<file path="config.mk">
export PLATFORM = sky130hd
export DESIGN_NAME = disturbance_recorder_control
export DESIGN_NICKNAME = d
export VERILOG_FILES = /design/src/disturbance_recorder_control.v
export VERILOG_INCLUDE_DIRS = /design/src /design/src/src
export SDC_FILE = /design/constraint.sdc
export NUM_CORES = 2
export LEC_CHECK = 0
export BUFFER_PORTS_ARGS = -buffer_cell sky130_fd_sc_hd__buf_2
export CAP_MARGIN = 5
export CELL_PAD_IN_SITES_DETAIL_PLACEMENT = 1
export CELL_PAD_IN_SITES_GLOBAL_PLACEMENT = 1
export CORE_UTILIZATION = 40
export DETAILED_ROUTE_END_ITERATION = 8
export GPL_TIMING_DRIVEN = 1
export PLACE_DENSITY_LB_ADDON = 0.1
export SYNTH_ARGS = -nofsm -noshare
export SYNTH_HDL_FRONTEND = slang
export SYNTH_SLANG_ARGS = --single-unit
</file>
<file path="constraint.sdc">
create_clock -name clk -period 16 [get_ports clk]
set_clock_uncertainty 0.1 [all_clocks]
set_input_delay 1.6 -clock clk [delete_from_list [all_inputs] [get_ports clk]]
set_output_delay 1.6 -clock clk [all_outputs]
set_load 0.005 [all_outputs]
</file>
<file path="src/recorder_regs.vh">
// Register map, field positions, reset values and timing counts for the
// disturbance recorder control block. Definitions only.
`ifndef RECORDER_REGS_VH
`define RECORDER_REGS_VH

// Byte offsets on the 8-bit register address
`define REG_CONTROL 8'h00
`define REG_LENGTH 8'h04
`define REG_LEAD 8'h08
`define REG_TRIG_MASK 8'h0C
`define REG_COMMAND 8'h10
`define REG_CLEAR_INDEX 8'h14
`define REG_STATUS 8'h18
`define REG_COUNT 8'h1C
`define REG_CAPACITY 8'h20
`define REG_LONGEST 8'h24
`define REG_LEAD_MAX 8'h28
`define REG_CHANNELS 8'h2C
`define REG_NEWEST_ID 8'h30

// Control register fields
`define CTL_ENABLE 0
`define CTL_KEEP_OLD 1
`define CTL_RATE_LO 2
`define CTL_RATE_HI 3

// Command register fields (self clearing, read as zero)
`define CMD_TRIG 0
`define CMD_CLR_ALL 1
`define CMD_CLR_NEWEST 2
`define CMD_CLR_OLDEST 3

// Reset values
`define RST_ENABLE 1'b1
`define RST_KEEP_OLD 1'b0
`define RST_RATE 2'h0
`define RST_LENGTH_MS 21'h0003E8
`define RST_LEAD_MS 15'h00C8
`define RST_TRIG_MASK 32'h00000000

// Limits, in records and milliseconds
`define MAX_RECORDS 7'h64
`define MIN_LENGTH_MS 21'h000064
`define MAX_LENGTH_MS 21'h1B7740
`define MAX_LEAD_MS 15'h7530

// Status codes
`define ST_READY 3'h0
`define ST_TRIGGERED 3'h1
`define ST_REC_STORE 3'h2
`define ST_STORING 3'h3
`define ST_FULL 3'h4
`define ST_BAD_CONFIG 3'h5

// Timing
`define CLK_KHZ 32'h0001E848
`define BIN_SAMPLE_MS 3'h5
`define STORE_CYCLES 8'h10
`define MEM_UNITS 32'h003D0900

`endif
</file>
<file path="src/disturbance_recorder_control.v">
// Control and triggering logic of a disturbance recorder: binary channel
// sampling, trigger selection, record bookkeeping, clear commands, limits.
// Assumes one 125 MHz clock, synchronous inputs and a single-cycle
// register port whose read data appear in the cycle after the read strobe.
//
// Functional notes
// - Binary channels are sampled every 5 ms regardless of analog rate.
// - Capture starts on manual command or on a selected active source.
// - Any binary channel may be a trigger source; several at once.
// - Never more than 100 stored recordings.
// - Enable setting gates recording; disabled means no capture starts.
// - Status is ready, triggered, rec+store, storing, full or bad config.
// - Writing index N to clear-index deletes the Nth stored recording.
// - Manual trigger fires once and reads back idle by itself.
// - Clear-all deletes every recording, count becomes zero.
// - Clear-newest deletes only the most recent recording.
// - Clear-oldest deletes only the earliest recording.
// - Count of recordings held is reported, 0 to 100.
// - Capacity from current settings is reported, capped at 100.
// - Longest allowed recording is reported, 0 to 1800 s.
// - Largest allowed pre-trigger span is reported.
// - Two constant channels, one always 0 and one always 1.
// - Phase-order channel is 0 for A-B-C and 1 for A-C-B.
// - Internal-fault channel is set while a self fault exists.
// - Time-sync channel is set while time synchronization is lost.
// - Button channel is set while front open or close is pressed.
// - Frequency channel is set while frequency functions are enabled.
// - When full, replace the oldest or refuse, per storage mode.
// - Each capture includes a pre-trigger span, default 0.2 s.
`timescale 1ns/1ps
`include "recorder_regs.vh"

module disturbance_recorder_control
#(
	parameter [31:0] MS_CYCLES = `CLK_KHZ
)
(
	input wire clk,
	input wire reset,
	input wire [7:0] address,
	input wire [31:0] write_data,
	input wire write_strobe,
	input wire read_strobe,
	output reg [31:0] read_data,
	input wire [24:0] event_sources,
	input wire phase_order_flag,
	input wire internal_fault,
	input wire time_sync_lost_flag,
	input wire open_button,
	input wire close_button,
	input wire freq_functions_enabled,
	output reg [31:0] sampled_channels,
	output reg [2:0] recorder_status,
	output reg capture_done
);

	localparam CAP_IDLE = 2'h0;
	localparam CAP_TRIG = 2'h1;
	localparam CAP_REC = 2'h2;
	localparam CAP_STORE = 2'h3;
	localparam MG_IDLE = 1'b0;
	localparam MG_SHIFT = 1'b1;

	// Settings
	reg enable;
	reg keep_old;
	reg [1:0] rate_sel;
	reg [20:0] length_ms;
	reg [14:0] lead_ms;
	reg [31:0] trig_mask;

	// Timebase
	reg [31:0] ms_count;
	reg ms_tick;
	reg [2:0] sample_ms;
	reg sample_tick;

	// Capture sequencing
	reg [1:0] cap_state;
	reg [20:0] post_ms;
	reg [7:0] store_count;
	reg auto_hit;
	reg commit_req;

	// Record store, oldest at index 0
	reg [15:0] rec_id [0:99];
	reg [6:0] rec_count;
	reg [15:0] next_id;
	reg mg_state;
	reg [6:0] shift_ptr;
	reg add_after;

	// Limits
	reg [31:0] calc_rem;
	reg [6:0] calc_n;
	reg [6:0] capacity;
	reg [20:0] longest_ms;
	reg [20:0] lead_max_ms;

	wire wr_ctl = write_strobe && address == `REG_CONTROL;
	wire wr_cmd = write_strobe && address == `REG_COMMAND;
	wire wr_idx = write_strobe && address == `REG_CLEAR_INDEX;
	wire manual_trig = wr_cmd && write_data[`CMD_TRIG];
	wire clr_all = wr_cmd && write_data[`CMD_CLR_ALL];
	wire clr_newest = wr_cmd && write_data[`CMD_CLR_NEWEST];
	wire clr_oldest = wr_cmd && write_data[`CMD_CLR_OLDEST];

	wire [31:0] channels;
	wire [1:0] shift = 2'h3 - rate_sel;
	wire [31:0] rec_units = {11'h000, length_ms} << shift;
	wire [31:0] budget_ms = `MEM_UNITS >> shift;
	wire full = rec_count >= capacity;
	wire bad_config;
	wire trig_ok;

	// Channel vector: constants, dedicated flags, then the event sources
	assign channels[0] = 1'b0;
	assign channels[1] = 1'b1;
	assign channels[2] = phase_order_flag;
	assign channels[3] = internal_fault;
	assign channels[4] = time_sync_lost_flag;
	assign channels[5] = open_button | close_button;
	assign channels[6] = freq_functions_enabled;
	assign channels[31:7] = event_sources;

	assign bad_config = length_ms < `MIN_LENGTH_MS ||
		length_ms > longest_ms || {6'h00, lead_ms} > length_ms ||
		lead_ms > `MAX_LEAD_MS || capacity == 7'h00;

	// Refused while disabled, misconfigured, busy, or full in keep mode
	assign trig_ok = enable && !bad_config && cap_state == CAP_IDLE &&
		!(full && keep_old);

	always @(posedge clk)
	begin
		if (reset)
		begin
			enable <= `RST_ENABLE;
			keep_old <= `RST_KEEP_OLD;
			rate_sel <= `RST_RATE;
			length_ms <= `RST_LENGTH_MS;
			lead_ms <= `RST_LEAD_MS;
			trig_mask <= `RST_TRIG_MASK;
		end
		else if (write_strobe)
		begin
			if (wr_ctl)
			begin
				enable <= write_data[`CTL_ENABLE];
				keep_old <= write_data[`CTL_KEEP_OLD];
				rate_sel <= write_data[`CTL_RATE_HI:`CTL_RATE_LO];
			end
			if (address == `REG_LENGTH)
				length_ms <= write_data[20:0];
			if (address == `REG_LEAD)
				lead_ms <= write_data[14:0];
			if (address == `REG_TRIG_MASK)
				trig_mask <= write_data;
		end
	end

	// Millisecond enable, then one sample enable every five of them
	always @(posedge clk)
	begin
		if (reset)
		begin
			ms_count <= 32'h00000000;
			ms_tick <= 1'b0;
			sample_ms <= 3'h0;
			sample_tick <= 1'b0;
		end
		else
		begin
			ms_tick <= 1'b0;
			sample_tick <= 1'b0;
			if (ms_count >= MS_CYCLES - 32'h00000001)
			begin
				ms_count <= 32'h00000000;
				ms_tick <= 1'b1;
				if (sample_ms == `BIN_SAMPLE_MS - 3'h1)
				begin
					sample_ms <= 3'h0;
					sample_tick <= 1'b1;
				end
				else
					sample_ms <= sample_ms + 3'h1;
			end
			else
				ms_count <= ms_count + 32'h00000001;
		end
	end

	// Sources trigger when they become active between two samples
	always @(posedge clk)
	begin
		if (reset)
		begin
			sampled_channels <= 32'h00000001 << 1;
			auto_hit <= 1'b0;
		end
		else
		begin
			auto_hit <= 1'b0;
			if (sample_tick)
			begin
				sampled_channels <= channels;
				auto_hit <= |(channels & ~sampled_channels &
					trig_mask);
			end
		end
	end

	// Capture sequence; the pre-trigger span is already held in history,
	// so only the part after the trigger is timed here
	always @(posedge clk)
	begin
		if (reset)
		begin
			cap_state <= CAP_IDLE;
			post_ms <= 21'h000000;
			store_count <= 8'h00;
			commit_req <= 1'b0;
			capture_done <= 1'b0;
		end
		else
		begin
			commit_req <= 1'b0;
			capture_done <= 1'b0;
			case (cap_state)
			CAP_IDLE:
				if (trig_ok && (manual_trig || auto_hit))
				begin
					cap_state <= CAP_TRIG;
					post_ms <= length_ms - {6'h00, lead_ms};
				end
			CAP_TRIG:
				if (ms_tick)
					cap_state <= CAP_REC;
			CAP_REC:
				if (ms_tick)
				begin
					if (post_ms <= 21'h000001)
					begin
						cap_state <= CAP_STORE;
						store_count <= `STORE_CYCLES;
					end
					else
						post_ms <= post_ms - 21'h000001;
				end
			CAP_STORE:
				if (store_count != 8'h00)
					store_count <= store_count - 8'h01;
				else if (mg_state == MG_IDLE && !commit_req && !wr_cmd &&
					!wr_idx)
				begin
					commit_req <= 1'b1;
					capture_done <= 1'b1;
					cap_state <= CAP_IDLE;
				end
			default:
				cap_state <= CAP_IDLE;
			endcase
		end
	end

	// Record bookkeeping. Deleting from the middle closes the gap one
	// entry per cycle; clear commands that arrive meanwhile are ignored.
	always @(posedge clk)
	begin
		if (reset)
		begin
			rec_count <= 7'h00;
			next_id <= 16'h0000;
			mg_state <= MG_IDLE;
			shift_ptr <= 7'h00;
			add_after <= 1'b0;
		end
		else
		begin
			case (mg_state)
			MG_IDLE:
				if (clr_all)
					rec_count <= 7'h00;
				else if (commit_req)
				begin
					if (rec_count < capacity)
					begin
						rec_id[rec_count] <= next_id;
						rec_count <= rec_count + 7'h01;
						next_id <= next_id + 16'h0001;
					end
					else if (!keep_old)
					begin
						shift_ptr <= 7'h00;
						add_after <= 1'b1;
						mg_state <= MG_SHIFT;
					end
				end
				else if (clr_newest && rec_count != 7'h00)
					rec_count <= rec_count - 7'h01;
				else if (clr_oldest && rec_count != 7'h00)
				begin
					shift_ptr <= 7'h00;
					add_after <= 1'b0;
					mg_state <= MG_SHIFT;
				end
				else if (wr_idx && write_data != 32'h00000000 &&
					write_data <= {25'h0000000, rec_count})
				begin
					shift_ptr <= write_data[6:0] - 7'h01;
					add_after <= 1'b0;
					mg_state <= MG_SHIFT;
				end
			MG_SHIFT:
				if (shift_ptr + 7'h01 >= rec_count)
				begin
					if (add_after)
					begin
						rec_id[rec_count - 7'h01] <= next_id;
						next_id <= next_id + 16'h0001;
					end
					else
						rec_count <= rec_count - 7'h01;
					add_after <= 1'b0;
					mg_state <= MG_IDLE;
				end
				else
				begin
					rec_id[shift_ptr] <= rec_id[shift_ptr + 7'h01];
					shift_ptr <= shift_ptr + 7'h01;
				end
			default:
				mg_state <= MG_IDLE;
			endcase
		end
	end

	// Capacity by repeated subtraction; restarts after each result, so a
	// settings change is reflected within about two hundred cycles
	always @(posedge clk)
	begin
		if (reset)
		begin
			calc_rem <= `MEM_UNITS;
			calc_n <= 7'h00;
			capacity <= 7'h00;
		end
		else if (calc_rem >= rec_units && rec_units != 32'h00000000 &&
			calc_n < `MAX_RECORDS)
		begin
			calc_rem <= calc_rem - rec_units;
			calc_n <= calc_n + 7'h01;
		end
		else
		begin
			capacity <= calc_n;
			calc_rem <= `MEM_UNITS;
			calc_n <= 7'h00;
		end
	end

	always @(posedge clk)
	begin
		if (reset)
		begin
			longest_ms <= 21'h000000;
			lead_max_ms <= 21'h000000;
		end
		else
		begin
			if (budget_ms > {11'h000, `MAX_LENGTH_MS})
				longest_ms <= `MAX_LENGTH_MS;
			else
				longest_ms <= budget_ms[20:0];
			if (longest_ms < {6'h00, `MAX_LEAD_MS})
				lead_max_ms <= longest_ms;
			else
				lead_max_ms <= {6'h00, `MAX_LEAD_MS};
		end
	end

	always @(posedge clk)
	begin
		if (reset)
			recorder_status <= `ST_READY;
		else if (bad_config)
			recorder_status <= `ST_BAD_CONFIG;
		else if (cap_state == CAP_IDLE && full && keep_old)
			recorder_status <= `ST_FULL;
		else
			recorder_status <= {1'b0, cap_state};
	end

	// Command register reads zero: commands return to idle by themselves
	always @(posedge clk)
	begin
		if (reset || !read_strobe)
			read_data <= 32'h00000000;
		else
			case (address)
			`REG_CONTROL:
				read_data <= {28'h0000000, rate_sel, keep_old, enable};
			`REG_LENGTH:
				read_data <= {11'h000, length_ms};
			`REG_LEAD:
				read_data <= {17'h00000, lead_ms};
			`REG_TRIG_MASK:
				read_data <= trig_mask;
			`REG_STATUS:
				read_data <= {23'h000000, mg_state, 5'h00, recorder_status};
			`REG_COUNT:
				read_data <= {25'h0000000, rec_count};
			`REG_CAPACITY:
				read_data <= {25'h0000000, capacity};
			`REG_LONGEST:
				read_data <= {11'h000, longest_ms};
			`REG_LEAD_MAX:
				read_data <= {11'h000, lead_max_ms};
			`REG_CHANNELS:
				read_data <= sampled_channels;
			`REG_NEWEST_ID:
				read_data <= (rec_count == 7'h00) ? 32'h00000000 :
					{16'h0000, rec_id[rec_count - 7'h01]};
			default:
				read_data <= 32'h00000000;
			endcase
	end

endmodule

</file>
==> Word-level counts from Yosys, hierarchy flattened <==
Memories as Yosys holds them, arrays and structs flattened.
Index checks and enable logic that the tools add are counted.
{ "op_classes": {"add_sub_neg": 13, "n_lt_le_gt_ge": 14, "n_eq_ne": 37, "n_shift": 2, "mux": 85, "bitwise": 10, "n_reduce_logical": 67} }
{ "op_table": {"columns": ["cell", "count"], "rows": [
  ["32-bit one-hot mux with 11 select lines", 1],
  ["16-bit two-way mux", 8],
  ["7-bit two-way mux", 16],
  ["21-bit two-way mux", 4],
  ["32-bit AND", 2],
  ["32-bit nonzero test", 2],
  ["21-bit one-hot mux with 2 select lines", 1],
  ["8-bit by 6-bit equality test with 1-bit output (second input constant)", 5],
  ["1-bit two-way mux", 35],
  ["32-bit by 1-bit adder with 32-bit output (second input constant)", 1],
  ["8-bit by 5-bit equality test with 1-bit output (second input constant)", 4],
  ["32-bit by 17-bit >= comparator with 1-bit output (second input constant)", 1],
  ["32-bit >= comparator", 1],
  ["32-bit by 21-bit greater-than comparator with 1-bit output (second input constant)", 1],
  ["32-bit by 7-bit <= comparator with 1-bit output", 1],
  ["32-bit inverter", 1],
  ["16-bit one-hot mux with 2 select lines", 1],
  ["16-bit OR reduction", 2],
  ["32-bit OR reduction", 1],
  ["21-bit by 2-bit << shifter with 32-bit output", 1],
  ["22-bit by 2-bit >> shifter with 32-bit output (first input constant)", 1],
  ["32-bit subtractor", 1],
  ["7-bit one-hot mux with 2 select lines", 2],
  ["8-bit two-way mux", 3],
  ["50 further kinds", 132]
]} }
{ "word_totals": {"reg_bits": 327, "ramBits": 1600, "inputBits": 75, "output_inout_bits": 68, "word_cells": 260, "n_memories": 1} }
{ "mem_list": {"columns": ["memory", "depth", "width", "read_ports", "rd_clocked_by_memory_dff", "wr", "line_no", "text"], "rows": [
  ["rec_id", 100, 16, 2, 0, 1, "disturbance_recorder_control.v:86", "reg [15:0] rec_id [0:99];"]
]} }

==> Depth between registers and ports, before layout <==
{ "depth": {"depth_word": 12, "depth_mapped": 19, "depth_no_buf": 13} }

==> Worst setup path after synthesis <==
No wires, ideal clock.
{ "synth_timing": {"path_kind": "reg-to-reg", "startpoint": "register shift_ptr[0]", "endpoint": "memory rec_id[0][3] (data pin)", "setup_time_ps": 728, "arrival_time_ps": 6033, "required_ps": 15172, "slack_ps": 9139, "stages_incl_launch_ff": 17, "path_buffers": 8, "period_less_slack_ps": 6861, "path_cell_list": "dfxtp_1 -> buf_2 -> buf_2 -> buf_2 -> buf_2 -> buf_2 -> nand3_1 -> xnor2_1 -> buf_2 -> inv_1 -> ha_1 -> a21oi_1 -> a21oi_1 -> a21oi_1 -> clkbuf_1 -> buf_1 -> o211ai_1"} }
{ "synth_between": {"elab_chain_cells": 8} }
{ "synth_lines": {"columns": ["item", "line_no", "text"], "rows": [
  ["from (decl)", "disturbance_recorder_control.v:90", "reg [6:0] shift_ptr;"],
  ["from (signal assigned)", "disturbance_recorder_control.v:310", "shift_ptr <= write_data[6:0] - 7'h01;"],
  ["from (signal assigned)", "disturbance_recorder_control.v:330", "shift_ptr <= shift_ptr + 7'h01;"],
  ["7-bit by 1-bit adder with 7-bit output *", "disturbance_recorder_control.v:315, disturbance_recorder_control.v:329", null],
  ["7-bit >= comparator", "disturbance_recorder_control.v:315", "if (shift_ptr + 7'h01 >= rec_count)"],
  ["1-bit two-way mux", "disturbance_recorder_control.v:315", null],
  ["1-bit two-way mux", "disturbance_recorder_control.v:280", "case (mg_state)"],
  ["1-bit two-way mux", "disturbance_recorder_control.v:270", "if (reset)"],
  ["1-bit two-way mux (not written as such)", "disturbance_recorder_control.v:329", "rec_id[shift_ptr] <= rec_id[shift_ptr + 7'h01];"],
  ["16-bit OR reduction (no line)", null, null],
  ["16-bit two-way mux (no line) *", null, null],
  ["to (decl)", "disturbance_recorder_control.v:86", null]
]} }
Mark *: on every way between the ends. The rest lies on a longest branch, timed or not.

==> Final worst setup path <==
{ "layout_timing": {"startpoint": "register shift_ptr[0]", "endpoint": "memory rec_id[17][14], enable pin"} }
{ "layout_between": {"elab_chain_cells": 9} }
{ "layout_lines": {"columns": ["item", "line_no", "text"], "rows": [
  ["7-bit by 1-bit adder with 7-bit output", "disturbance_recorder_control.v:315", null],
  ["7-bit >= comparator", "disturbance_recorder_control.v:315", null],
  ["1-bit two-way mux", "disturbance_recorder_control.v:315", null],
  ["1-bit two-way mux", "disturbance_recorder_control.v:280", null],
  ["1-bit two-way mux", "disturbance_recorder_control.v:270", null],
  ["1-bit two-way mux (not written as such)", "disturbance_recorder_control.v:319", "rec_id[rec_count - 7'h01] <= next_id;"],
  ["16-bit OR reduction (no line)", null, null],
  ["7-bit two-way mux (no line) / 1-bit two-way mux (equally long branches) (2 in series)", null, null]
]} }
Parallel ways exist; a longest one is shown, timed or not.

==> key figures <==
STA
  • Highest Clock Rate: 127 MHz
  • Final worst path period need: 7.87 ns
  • Slew headroom: -0.550%
  • Fin. Hold Viols: 0
  • Final period utilization: 49.2%
  • Final WS setup: 8.13 ns
  • Setup TNS: 0 ns
  • Slew @ Worst Pin: 1.50 ns
  • RSZ-0062 raised after global routing: false
  • Slew Limit Fails: 1
  • Number of setup violations in the final report: 0

Pwr
  • Peak VDD IR: 91.8 uV
  • Cell area power density: 103 nW/um^2
  • Leak: 26.0 nW
  • Total power: 0.0106 W

Layout
  • Commonest non-fill, non-tap cell in the layout: edfxtp_1
  • Finished Cell Area: 102000 sq um
  • Area growth from synthesis to layout: 12.6%
  • NumNets Final: 5735
  • Most frequent cells in the layout: 1600 x edfxtp_1, 1007 x mux4_2, 389 x nand2_1
  • Layout cells sized above 1: 30.3%

Global route
  • M3 GR Usage: 5.64%
  • Gr ovfl total: 0
  • Vias in the first global route: 56200
  • Top Usage Layer GRT: met2
  • Largest net degree at the start of global routing: 115
  • GR Util met1: 38.9%
  • GRT Total Usage: 27.0%
  • M2 GR Usage: 41.1%
  • First-pass GRT wire length: 439000 um
  • Antenna violations before repair: 20

Drt
  • DRT iter0 DRCs: 6428
  • Routed wire length: 312000 um
  • Wirelength per Cell: 35.6 um
  • Vias per cell: 6.47
  • Antenna violation net count after detailed routing: 0
  • DRT Pass-1 Iters: 7
  • Via Count: 56500
  • DRC: 0

Logic synthesis
  • Total number of yosys warnings: 0
  • Post-Syn Instances: 5437
  • Number of synthesized flops with an enable pin: 1600
  • Synth Cell Area: 91000 sq um
  • FFs w/ async S/R, synth: 0%
  • Sequential share of the synthesized area: 59.6%
  • Post-Syn Area per Cell: 16.7 sq um
  • Register bit total from synthesis: 1910
  • Ys flop type: edfxtp_1
  • Post-synth cell types: 90

CTS
  • Reg clk slew, reported paths: 0.06 ns
  • Clock latency on the worst-skew pair: 0.88 ns
  • CTS Hold Bufs: 0
  • CTS tree: yes
  • Total CTS buffers: 212
  • Setup repair bufs after CTS: 0
  • Longest Clk Path Bufs: 3
  • Resized Gates After CTS: 0
  • CTS Sinks: 1910
  • H-Tree Depth: 4
  • Root Driver: clkbuf_16

Placement
  • Placed Area: 95700 sq um
  • Detailed placement HPWL: 205000 um
  • Pre-CTS setup slack: 8.35 ns
  • Global placer's final weighted congestion: 0.893
  • I/O Buffers: 140

Setup path
  • Worst Setup Path Type: flip-flop to flip-flop
  • Worst path arrival time: 8.22 ns
  • CP Capture Type: flip-flop
  • Crit-path max FO: 33
  • Startpoint types: flip-flop
  • WP data required: 16.36 ns

Die
  • Die X: 479 um
  • Die ar.: 229000 sq um
  • Row count: 174
  • # IOs: 143
  • Starting Density: 40.4%
  • Area of the core: 226000 sq um
  • DIE HEIGHT: 479 um

Status
  • Failing checks: capacitance limit, slew limit
  • Outcome: complete, but fails checks

Worst hold path
  • Worst Hold Class: flip-flop to flip-flop

Flow run
  • MaxCap Viol Count: 1
## synth_stat cells (all sizes together) (11+ instances only)
master	instances	area [sq um]
a211oi	25	188
a21o	19	143
a21oi	177	890
a221oi	11	96.3
a22oi	59	443
a31oi	31	215
and2	14	87.6
and3	24	150
buf	132	597
clkbuf	243	912
dfxtp	310	6210
edfxtp	1600	48000
ha	94	1180
inv	90	338
mux2i	81	811
mux4	1007	22700
nand2	390	1460
nand2b	21	131
nand3	162	811
nand3b	47	353
nand4	42	263
nor2	344	1290
nor3	57	290
nor4	37	246
o211ai	42	315
o21ai	91	455
o22ai	15	93.8
or3	23	144
or4	12	97.6
xnor2	44	385
xor2	42	368
## where the power goes
part           internal (W)  switching [W]  total (W)
Sequential          0.00535      0.0000295    0.00538
Combinational      0.000156       0.000258   0.000414
Clock               0.00270        0.00208    0.00478
## logic make-up after synthesis
| family | Yosys count | share of synthesized area, % |
|---|---|---|
| DFF | 1910 | 59.6 |
| and+or+nand+nor | 1203 | 6.11 |
| muxes | 1095 | 25.9 |
| AOI/OAI and AO/OA | 578 | 4.19 |
| buffers and inverters | 467 | 2.04 |
| adders and majority gates | 96 | 1.34 |
| xor gates and xnor gates | 86 | 0.827 |
| other | 2 | 0.00825 |
## metal layers
metal	up-vias	wire length (um)	part of all wire, %
li1	22700	-	-
met4	2	9640	3.1
met2	2654	143000	46
met3	390	26100	8.4
met1	30800	133000	43
met5	-	7	0.0022
## critical path: stages, from the launching register on
cell and delay, ns:
dfxtp_4 0.71, ha_4 0.25, nand3_1 0.19, xor2_4 0.18
buf_4 0.48, clkinv_1 0.78, ha_1 0.48, a21o_1 0.19
a2111o_1 0.49, a32o_1 0.30, a311oi_1 1.12, nand4_1 1.01
nor2_2 1.13
## layout make-up
class	instances	area [sq um]
multi-input cells	3083	35600
clock inverters	106	1000
well taps	2992	3740
flip-flops and latches	1910	54300
inverters	92	345
fillers	21600	123000
diodes	11	27.5
clock buffers	286	5750
repair buffers	265	1750
## registers in the layout, summed over array words and instances, names as in the netlist, 7 cells and up
signal and cells:
next_id 16, rec_id 1600, trig_mask 32, length_ms 21, capacity 7, sampled_channels 30
longest_ms 11, rec_count 7, lead_max_ms 14, shift_ptr 7, read_data 32, post_ms 21
calc_rem 32, ms_count 32, lead_ms 15, store_count 8, calc_n 7
## stage by stage
stage / utilization [%] / hold slack, ns / std cells
after floorplan: - / 0.318 / 5460
after global placement: 42.4 / 0.333 / 8341
after detailed placement: 42.4 / 0.337 / 8342
after CTS: 45.4 / 0.351 / 8734
after global routing: 45.4 / 0.367 / 8739
final: 45.4 / 0.347 / 8745
## final timing paths
path	from	endpoint	slack [ns]	depth (start not counted)
min reg2reg	rate_sel[1]	longest_ms[18]	0.35	1
max reg2reg	shift_ptr[0]	rec_id[17][14]	8.13	12
max	shift_ptr[0]	rec_id[17][14]	8.13	12
min	rate_sel[1]	longest_ms[18]	0.35	1
No activity file was read; power rests on OpenSTA's default activity.
